[config.mk]
export PLATFORM = sky130hd
export DESIGN_NAME = spch_handler
export DESIGN_NICKNAME = d
export VERILOG_FILES = /design/src/spch_pkg.sv /design/src/spch_fifo.sv /design/src/spch_handler.sv
export SDC_FILE = /design/constraint.sdc
export NUM_CORES = 1
export LEC_CHECK = 0
export BUFFER_PORTS_ARGS = -buffer_cell sky130_fd_sc_hd__buf_2
export CAP_MARGIN = 15
export CORE_MARGIN = 2
export CORE_UTILIZATION = 45
export DETAILED_ROUTE_END_ITERATION = 16
export PLACE_DENSITY = 0.69
export SLEW_MARGIN = 20
export SYNTH_ARGS = -nofsm -noshare
export SYNTH_HDL_FRONTEND = slang
export SYNTH_SLANG_ARGS = --single-unit
[constraint.sdc]
create_clock -name clk_i -period 7.33 [get_ports clk_i]
set_input_delay 1.466 -clock clk_i [delete_from_list [all_inputs] [get_ports clk_i]]
set_output_delay 1.466 -clock clk_i [all_outputs]
set_load 0.03 [all_outputs]
[src/spch_pkg.sv]
// Constants and types shared by the security command handler
package spch_pkg;
    // Operation codes and descriptor fields
    localparam logic [7:0] OPC_RECV = 8'hA2;
    localparam logic [7:0] OPC_SEND = 8'hB5;
    localparam int INC_BIT = 7;
    localparam int LEN_W = 32;
    localparam int UNIT_SHIFT = 9;
    localparam int CNT_W = LEN_W + UNIT_SHIFT;
    // Protocol selector codes
    localparam logic [7:0] PROTO_INFO = 8'h00;
    localparam logic [7:0] PROTO_FIRST = 8'h01;
    localparam logic [7:0] PROTO_LAST = 8'h06;
    localparam logic [7:0] PAD_BYTE = 8'h00;
    // Supported-protocol list: header bytes, list length, total length
    localparam logic [7:0] INFO_HDR = 8'h08;
    localparam logic [7:0] INFO_LIST_LEN = 8'h07;
    localparam logic [CNT_W-1:0] INFO_LEN = 41'h0000000000F;
    // Status and sense values
    localparam logic [7:0] STS_GOOD = 8'h00;
    localparam logic [7:0] STS_CHECK = 8'h02;
    localparam logic [3:0] SK_NONE = 4'h0;
    localparam logic [3:0] SK_ILLEGAL = 4'h5;
    localparam logic [3:0] SK_ABORTED = 4'hB;
    localparam logic [7:0] ASC_NONE = 8'h00;
    localparam logic [7:0] ASC_INV_OPC = 8'h20;
    localparam logic [7:0] ASC_INV_FIELD = 8'h24;
    localparam logic [7:0] ASC_SEQ_ERR = 8'h2C;

    // Twelve-byte command descriptor, byte 0 in the top bits
    typedef struct packed {
        logic [7:0] opcode;
        logic [7:0] proto;
        logic [15:0] spec;
        logic [7:0] flags;
        logic [7:0] rsvd5;
        logic [LEN_W-1:0] len;
        logic [7:0] rsvd10;
        logic [7:0] control;
    } spch_cdb_s;

    // Initiator port and logical unit of a command
    typedef struct packed {
        logic [7:0] it_id;
        logic [7:0] lun;
    } spch_nexus_s;

    // Completion status with sense data
    typedef struct packed {
        logic [7:0] status;
        logic [3:0] key;
        logic [7:0] asc;
    } spch_sts_s;

    typedef enum logic [3:0] {
        ST_IDLE = 4'h1,
        ST_SEND = 4'h2,
        ST_WAIT = 4'h4,
        ST_RECV = 4'h8
    } spch_state_e;
endpackage

[src/spch_fifo.sv]
// Result byte FIFO with registered full and empty flags
`timescale 1ns/10ps
module spch_fifo #(
    parameter int W = 8,
    parameter int DEPTH = 16
) (
    // Clock and reset
    input wire logic clk_i,
    input wire logic arst_n_i,
    input wire logic clr_i,
    // Filling side
    input wire logic in_valid_i,
    input wire logic [W-1:0] in_data_i,
    output logic in_ready_o,
    // Draining side
    output logic out_valid_o,
    output logic [W-1:0] out_data_o,
    input wire logic out_ready_i
);
    localparam int AW = $clog2(DEPTH);

    // Pointers carry one extra bit to tell full from empty
    typedef struct packed {
        logic [DEPTH-1:0][W-1:0] mem;
        logic [AW:0] wp;
        logic [AW:0] rp;
        logic full;
        logic empty;
    } spch_fifo_s;

    spch_fifo_s r;
    spch_fifo_s n;

    // Depth must be a power of two of at least two
    if (DEPTH < 2 || (DEPTH & (DEPTH - 1)) != 0) begin : g_bad_depth
        $error("spch_fifo: DEPTH must be a power of two >= 2");
    end

    // Next state of storage and pointers
    always_comb begin
        n = r;
        if (in_valid_i && !r.full) begin
            n.mem[r.wp[AW-1:0]] = in_data_i;
            n.wp = r.wp + 1'b1;
        end
        if (out_ready_i && !r.empty) begin
            n.rp = r.rp + 1'b1;
        end
        if (clr_i) begin
            n.wp = '0;
            n.rp = '0;
        end
        n.empty = (n.wp == n.rp);
        n.full = (n.wp[AW] != n.rp[AW]) && (n.wp[AW-1:0] == n.rp[AW-1:0]);
    end

    // State register
    always_ff @(posedge clk_i or negedge arst_n_i) begin
        if (!arst_n_i) begin
            r <= '{mem: '0, wp: '0, rp: '0, full: 1'b0, empty: 1'b1};
        end else begin
            r <= n;
        end
    end

    // Flags and head word come straight from the register
    assign in_ready_o = !r.full;
    assign out_valid_o = !r.empty;
    assign out_data_o = r.mem[r.rp[AW-1:0]];
endmodule

[src/spch_handler.sv]
// Security protocol send and read-back command handler
`timescale 1ns/10ps
module spch_handler
    import spch_pkg::*;
#(
    parameter logic [6:0] SYNC_MASK = 7'h00,
    parameter int RES_DEPTH = 16
) (
    // Clock and reset
    input wire logic clk_i,
    input wire logic arst_n_i,
    // Command descriptor
    input wire logic cmd_valid_i,
    input wire spch_pkg::spch_cdb_s cmd_cdb_i,
    input wire spch_pkg::spch_nexus_s cmd_nexus_i,
    output logic cmd_ready_o,
    // Send payload from host
    input wire logic dout_valid_i,
    input wire logic [7:0] dout_data_i,
    output logic dout_ready_o,
    // Read-back data to host
    output logic din_valid_o,
    output logic [7:0] din_data_o,
    input wire logic din_ready_i,
    // Protocol engine
    output logic eng_valid_o,
    output logic [7:0] eng_data_o,
    output logic [7:0] eng_proto_o,
    output logic [15:0] eng_spec_o,
    input wire logic eng_ready_i,
    input wire logic eng_done_i,
    input wire logic eng_ok_i,
    input wire logic res_valid_i,
    input wire logic [7:0] res_data_i,
    output logic res_ready_o,
    // Reset and nexus events
    input wire logic lu_reset_i,
    input wire logic it_loss_i,
    input wire logic [7:0] it_loss_id_i,
    // Completion
    output logic sts_valid_o,
    output spch_pkg::spch_sts_s sts_o,
    output logic res_held_o
);
    typedef struct packed {
        spch_state_e st;
        logic cmd_rdy;
        logic rx_rdy;
        logic eng_vld;
        logic [7:0] eng_dat;
        logic tx_vld;
        logic [7:0] tx_dat;
        logic sts_vld;
        spch_sts_s sts;
        logic [7:0] proto;
        logic [15:0] spec;
        logic inc;
        logic [CNT_W-1:0] cnt;
        logic [CNT_W-1:0] idx;
        logic held;
        spch_nexus_s owner;
        spch_nexus_s cur;
        logic clr;
    } spch_regs_s;

    spch_regs_s r;
    spch_regs_s n;
    logic fifo_vld;
    logic [7:0] fifo_dat;
    logic fifo_rd;
    logic flush;
    logic is_info;
    logic mine;
    logic src_ok;
    logic pad;
    logic load;
    logic [7:0] src_dat;
    logic [7:0] info_byte;
    logic [CNT_W-1:0] len_bytes;

    // Result storage between engine and read-back
    spch_fifo #(.W(8), .DEPTH(RES_DEPTH)) u_res_fifo (
        .clk_i(clk_i),
        .arst_n_i(arst_n_i),
        .clr_i(r.clr),
        .in_valid_i(res_valid_i),
        .in_data_i(res_data_i),
        .in_ready_o(res_ready_o),
        .out_valid_o(fifo_vld),
        .out_data_o(fifo_dat),
        .out_ready_i(fifo_rd)
    );

    // Supported-protocol list: header zeros, list length, then codes
    always_comb begin
        if (r.idx[7:0] < INFO_HDR) begin
            info_byte = (r.idx[7:0] == INFO_HDR - 8'h01) ? INFO_LIST_LEN : 8'h00;
        end else begin
            info_byte = r.idx[7:0] - INFO_HDR;
        end
    end

    // Read-back byte source selection
    always_comb begin
        len_bytes = cmd_cdb_i.flags[INC_BIT] ? {cmd_cdb_i.len, {UNIT_SHIFT{1'b0}}}
                                             : {{UNIT_SHIFT{1'b0}}, cmd_cdb_i.len};
        flush = lu_reset_i || (it_loss_i && r.held && it_loss_id_i == r.owner.it_id);
        is_info = (r.proto == PROTO_INFO);
        mine = r.held && (r.owner == r.cur);
        src_ok = is_info ? (r.idx < INFO_LEN) : (mine && fifo_vld);
        src_dat = is_info ? info_byte : fifo_dat;
        pad = r.inc && (r.idx[UNIT_SHIFT-1:0] != '0) && !src_ok;
        load = (r.st == ST_RECV) && (!r.tx_vld || din_ready_i) && (r.cnt != '0)
               && (src_ok || pad);
        fifo_rd = load && src_ok && !is_info;
    end

    // Command sequencing
    always_comb begin
        n = r;
        n.sts_vld = 1'b0;
        n.clr = 1'b0;
        if (flush) begin
            n.held = 1'b0;
            n.clr = 1'b1;
        end
        case (r.st)
            ST_IDLE: begin
                if (cmd_valid_i) begin
                    n.proto = cmd_cdb_i.proto;
                    n.spec = cmd_cdb_i.spec;
                    n.inc = cmd_cdb_i.flags[INC_BIT];
                    n.cur = cmd_nexus_i;
                    n.cnt = len_bytes;
                    n.idx = '0;
                    n.sts_vld = 1'b1;
                    n.sts = '{STS_CHECK, SK_ILLEGAL, ASC_INV_FIELD};
                    if (cmd_cdb_i.opcode == OPC_RECV) begin
                        if (cmd_cdb_i.proto <= PROTO_LAST) begin
                            n.sts_vld = 1'b0;
                            n.st = ST_RECV;
                        end
                    end else if (cmd_cdb_i.opcode == OPC_SEND) begin
                        if (cmd_cdb_i.proto < PROTO_FIRST || cmd_cdb_i.proto > PROTO_LAST) begin
                            n.sts = '{STS_CHECK, SK_ILLEGAL, ASC_INV_FIELD};
                        end else if (r.held && !flush && r.owner != cmd_nexus_i) begin
                            n.sts = '{STS_CHECK, SK_ILLEGAL, ASC_SEQ_ERR};
                        end else begin
                            n.sts_vld = 1'b0;
                            n.st = ST_SEND;
                            n.owner = cmd_nexus_i;
                            n.held = 1'b1;
                            n.clr = 1'b1;
                            n.rx_rdy = (len_bytes != '0);
                        end
                    end else begin
                        n.sts = '{STS_CHECK, SK_ILLEGAL, ASC_INV_OPC};
                    end
                end
            end
            ST_SEND: begin
                if (dout_valid_i && r.rx_rdy) begin
                    n.eng_vld = 1'b1;
                    n.eng_dat = dout_data_i;
                    n.cnt = r.cnt - 1'b1;
                    n.rx_rdy = 1'b0;
                end
                if (r.eng_vld && eng_ready_i) begin
                    n.eng_vld = 1'b0;
                    n.rx_rdy = (r.cnt != '0);
                end
                if (!r.eng_vld && !r.rx_rdy && r.cnt == '0) begin
                    if (SYNC_MASK[r.proto[2:0]]) begin
                        n.st = ST_WAIT;
                    end else begin
                        n.st = ST_IDLE;
                        n.sts_vld = 1'b1;
                        n.sts = '{STS_GOOD, SK_NONE, ASC_NONE};
                    end
                end
            end
            ST_WAIT: begin
                if (eng_done_i) begin
                    n.st = ST_IDLE;
                    n.sts_vld = 1'b1;
                    n.sts = eng_ok_i ? '{STS_GOOD, SK_NONE, ASC_NONE}
                                     : '{STS_CHECK, SK_ABORTED, ASC_NONE};
                end
            end
            ST_RECV: begin
                if (r.tx_vld && din_ready_i) begin
                    n.tx_vld = 1'b0;
                end
                if (load) begin
                    n.tx_vld = 1'b1;
                    n.tx_dat = src_ok ? src_dat : PAD_BYTE;
                    n.cnt = r.cnt - 1'b1;
                    n.idx = r.idx + 1'b1;
                end else if (!r.tx_vld) begin
                    n.st = ST_IDLE;
                    n.sts_vld = 1'b1;
                    n.sts = '{STS_GOOD, SK_NONE, ASC_NONE};
                    // Only a read that actually took results releases them
                    if (!is_info && mine && !fifo_vld && r.idx != '0) begin
                        n.held = 1'b0;
                    end
                end
            end
            default: begin
                n.st = ST_IDLE;
            end
        endcase
        n.cmd_rdy = (n.st == ST_IDLE);
    end

    // State register
    always_ff @(posedge clk_i or negedge arst_n_i) begin
        if (!arst_n_i) begin
            r <= '{st: ST_IDLE, cmd_rdy: 1'b1, sts: '{STS_GOOD, SK_NONE, ASC_NONE},
                   owner: '0, cur: '0, default: '0};
        end else begin
            r <= n;
        end
    end

    // Outputs straight from the register
    assign cmd_ready_o = r.cmd_rdy;
    assign dout_ready_o = r.rx_rdy;
    assign din_valid_o = r.tx_vld;
    assign din_data_o = r.tx_dat;
    assign eng_valid_o = r.eng_vld;
    assign eng_data_o = r.eng_dat;
    assign eng_proto_o = r.proto;
    assign eng_spec_o = r.spec;
    assign sts_valid_o = r.sts_vld;
    assign sts_o = r.sts;
    assign res_held_o = r.held;
endmodule

# [Word-level counts from Yosys, hierarchy flattened]
# Memories as Yosys holds them, arrays and structs flattened.
# Index checks and enable logic that the tools add are counted.
[totals] memories=1 word_cells=218 register_bits=326 romBits=8
[op_classes] add_sub_neg=5 magnitude_cmp=9 n_bitwise=3 muxes=72 n_reduce_logical=59 n_eq_ne=27
[memory_table] name="(name not given)" words=8 width=1 read_ports=1 rd_clocked_by_memory_dff=0 write_ports=0 line_no="spch_handler.sv:173" rtl="if (SYNC_MASK[r.proto[2:0]]) begin"
[ops] op="2-to-1 mux 162 bit" n=1
[ops] op="bitwise mux 128 bit" n=1
[ops] op="case mux 41 bit (3 select lines)" n=1
[ops] op="nonzero test 41 bit" n=3
[ops] op="2-to-1 mux 21 bit" n=5
[ops] op="case mux 21 bit (4 select lines)" n=1
[ops] op="case mux 42 bit (2 select lines)" n=1
[ops] op="2-to-1 mux 41 bit" n=2
[ops] op="2-to-1 mux 82 bit" n=1
[ops] op="2-to-1 mux 17 bit" n=4
[ops] op="2-to-1 mux 4 bit" n=14
[ops] op="adder 41 x 1 -> 41 bit, second input constant" n=1
[ops] op="logical NOT 41 bit" n=1
[ops] op="less-than comparator 41 x 4 -> 1 bit, second input constant" n=1
[ops] op="subtractor 41 x 1 -> 41 bit, second input constant" n=1
[ops] op="2-to-1 mux 8 bit" n=5
[ops] op="binary-select mux 8 bit (select 4 bit)" n=1
[ops] op="demux 8 bit (select 4 bit)" n=1
[ops] op="logical AND 1 bit" n=25
[ops] op="!= test 2 bit, second input constant" n=12
[ops] op="2-to-1 mux 1 bit" n=23
[ops] op="2-to-1 mux 10 bit" n=2
[ops] op="== test 16 bit" n=1
[ops] op="== test 8 bit, second input constant" n=2
[ops] op="other kinds (40)" n=65

# [Logic depth before layout (Yosys ltp)]
[depth] depth_word=15 ltp_mapped=12 depth_no_buf=9

# [Hierarchy]
# A second synthesis with hierarchy kept.
[hier_totals] hier_cells=1597 area_unflattened_um2=16853.7
[modules_own_cells] mod="spch_handler" instances=1 area_per_inst_um2=10276.1 cells_each=1132 seq_area_each_um2=4281.6
[modules_own_cells] mod="spch_fifo" instances=1 area_per_inst_um2=6577.6 cells_each=465 seq_area_each_um2=3504.6

# [Worst setup path after synthesis]
# No wires, ideal clock.
[synth_path] path_type="input -> register" start="input port res_valid_i" end="register u_res_fifo.r[1] (netlist bit)" setup_time_ns=0.126 path_slack_ns=4.062 required_ns=7.204 path_stages=9 t_arrival_ns=3.142 cell_sequence="nor2b_1 -> clkbuf_1 -> and3_1 -> clkbuf_1 -> nand2_1 -> xor2_1 -> xnor3_1 -> nor2b_1 -> nor3b_1"
[synth_lines] item="from (decl)" line_no="spch_handler.sv:33" rtl="input wire logic res_valid_i,"
[synth_lines] item="to (signal assigned)" line_no="spch_fifo.sv:60" rtl="r <= '{mem: '0, wp: '0, rp: '0, full: 1'b0, empty: 1'b1};"
[synth_lines] item="to (signal assigned)" line_no="spch_fifo.sv:62" rtl="r <= n;"
[synth_lines] item="to (decl)" line_no="spch_fifo.sv:31" rtl="spch_fifo_s r;"

# [Worst setup path in the final report]
[layout_path] start="register r[81] (netlist bit)" end="register r[103] (netlist bit)"
[layout_between] elab_chain_cells=5 elab_cells_between_ends=9
[layout_rtl] item="from (decl)" line_no="spch_handler.sv:66" rtl="spch_regs_s r;"
[layout_rtl] item="from (signal assigned)" line_no="spch_handler.sv:219" rtl="r <= '{st: ST_IDLE, cmd_rdy: 1'b1, sts: '{STS_GOOD, SK_NONE, ASC_NONE},"
[layout_rtl] item="from (signal assigned)" line_no="spch_handler.sv:222" rtl="r <= n;"
[layout_rtl] item="parallel branches: the longest is 5 deep, another holds subtractor 41 x 1 -> 41 bit"
# Several ways; the timed one is not identified. The select of a mux whose other input is x is not followed.
# A chain may end at the register's enable or synchronous reset.

==> impl_metrics.yaml <==
outcome:
  status: "complete, no violations"
yosys:
  synth_area_um2: 16800
  async_flop_share: 1.00
  syn-instance-count: 1615
  synth_area_leader_cell: "dfrtp_1"
  ys_warn_count: 0
  synthTopCellsByArea: "dfrtp_1 46%, mux2_2 9.8%, nand2_1 5.2%"
  synth.distinct_cells: 78
  synth_top_flop_cell: "dfrtp_1"
  ys_ff_latch: 311
  synth_top_area_frac: 0.458
  synthTopCellsByCount: "308 x dfrtp_1, 235 x nand2_1, 147 x mux2_2"
  synth_seq_area_share: 0.463
  avgSynthCellArea_um2: 10.4
  yosys.cell_count.top_type: "dfrtp_1"
  synth-edff-count: 0
detailed_routing:
  drtAntennaViolNets: 0
  wl_um: 44300
  drtIter0Drc: 1038
  viasPerCell: 6.03
  routedWlPerCell_um: 20.2
  vias: 13200
  drc_errors: 0
  first_pass_iters: 8
global_routing:
  globalRouteTotalUtil: 0.226
  antenna_found_initial: 1
  grt_pass1_wl_um: 70100
  overflow: 0
  grt_pass1_vias: 12900
  grt_max_degree: 190
sta:
  period_share: 0.533
  setup_slack_ns: 3.42
  slew_violations: 0
  hold_violations: 0
  tns_ns: 0
  slew_headroom: 0.257
  setup_viol: 0
  rsz0062_at_grt: "no"
  tightest_slew_ns: 1.11
  skew_ns: 0.0310
  fin_crit_ns: 3.91
  fmax_mhz: 256
clock_tree:
  root_buffer: "clkbuf_16"
  post-cts-setup-buffers: 0
  cts.sinks: 311
  clock_latency_ns: 0.55
  hold_buffers: 0
  cts.path.max_buffers: 3
  cts_resized: 0
  cts_tree: "done"
  h-tree-depth: 2
  clkSlewWorstSetupHoldPaths_ns: 0.06
  numCtsBuffers: 36
critical_path:
  startpoint_type: "register"
  critical_path_required_ns: 7.71
  crit_path_max_fanout: 42
  endpoint_kind: "register"
  cp_data_arrival_time_ns: 4.29
  critical_path_class: "reg2reg"
placement:
  pre_cts_slack_ns: 3.03
  dpl.cell_count: 2128
  dpl.hpwl_um: 29600
  gp_congestion: 0.881
  io_buffers: 170
die:
  io_pins: 214
  die_area_um2: 38900
  core-area_um2: 36700
  die_y_um: 197
  initial_core_util: 0.458
  core.rowCount: 70
  die_w_um: 197
cells_and_area:
  drive_gt1_frac: 0.252
  multi_input_area_um2: 8190
  antenna_cells: 0
  seqCellArea_um2: 7790
  finalNonFillerCells: 2194
  area_delta_synth_final_pct: 12.1
  final_util: 0.514
  fillCellCount: 3220
  nets: 1858
run:
  maxCapViolations: 0
worst_hold_path:
  hold_class: "reg2reg"
pwr:
  vdd_drop_max_mv: 0.153
  p_total_mw: 4.22
  powerDensity_nw_per_um2: 224
  leakagePower_nw: 8.60
[critical path, cell delays in order (launching register included)]
cell       delay [ns]
dfrtp_1          0.43
nor4_1           0.67
nand3_1          0.55
nor4_4           0.62
nand2b_1         0.44
a31oi_4          0.04
buf_4            0.30
o21ai_4          0.56
o2bb2ai_1        0.16
[flip-flops by register name (all words and copies together), names as in the netlist, 5 cells and up]
| name | count |
|---|---|
| eng_spec_o | 16 |
| u_res_fifo.r | 140 |
| r | 120 |
| sts_o | 5 |
| eng_proto_o | 8 |
| eng_data_o | 8 |
| din_data_o | 8 |
[layer usage]
metal	wire length [um]	vias to the layer above	global-route usage	part of all wire
met1	19200	6620	0.312	0.43
met3	2650	105	0.0393	0.060
li1	-	6040	-	-
met4	1300	0	0.0766	0.029
met5	0	-	0	0
met2	21200	474	0.363	0.48
[through the flow]
stage / instance area (um2) / hold WS, ns
2_1_floorplan: 16900 / 0.446
3_3_place_gp: 17600 / 0.455
6_report: 18900 / 0.469
3_5_place_dp: 17600 / 0.457
4_1_cts: 18800 / 0.471
5_1_grt: 18900 / 0.489
[cells by family after synthesis]
family,share of synthesized area
flops,0.463
buf+inv,0.0539
other cells,0.000223
simple gates,0.163
compound gates,0.125
mux,0.154
fa+ha+maj,0.00819
xor+xnor,0.0319
[final cells by class]
cell class                      count  area share
Tap cell                          468      0.0311
Multi-Input combinational cell   1148       0.435
Sequential cell                   311       0.413
Inverter                           20     0.00398
Clock inverter                     17      0.0110
Clock buffer                       47      0.0526
Timing Repair Buffer              183      0.0536
[power by group]
part	switching (mW)	total (mW)	internal, mW	leakage [nW]
clock network	0.740	1.84	1.10	0.594
registers	0.0718	1.90	1.83	4.15
logic	0.283	0.479	0.196	3.86
[final timing paths]
| path | slack (ns) | cells past startpoint | endpoint | from |
|---|---|---|---|---|
| max | 3.42 | 8 | r[103]$_DFFE_PN0P_ | r[81]$_DFFE_PN0P_ |
| min | 0.47 | 2 | eng_spec_o[6]$_DFFE_PN0P_ | eng_spec_o[6]$_DFFE_PN0P_ |
| max reg2reg | 3.42 | 8 | r[103]$_DFFE_PN0P_ | r[81]$_DFFE_PN0P_ |
| min reg2reg | 0.47 | 2 | eng_spec_o[6]$_DFFE_PN0P_ | eng_spec_o[6]$_DFFE_PN0P_ |
| max in group asynchronous | 5.27 | 3 | u_res_fifo.r[2]$_DFF_PN0_ | arst_n_i |
| min in group asynchronous | 0.78 | 1 | u_res_fifo.r[131]$_DFFE_PN0P_ | arst_n_i |
[cell usage in the layout (no fill, tap or decap), types with 27 or more instances in the layout]
cell type	instances
a21oi_1	58
a22o_1	27
buf_2	169
clkbuf_16	36
dfrtp_1	307
mux2_2	147
mux2i_1	58
nand2_1	234
nand3_1	30
nand4_1	29
nor2_1	61
nor3_1	35
nor4_1	33
o21ai_0	59
xor2_1	34
(Power assumes the default switching activity.)
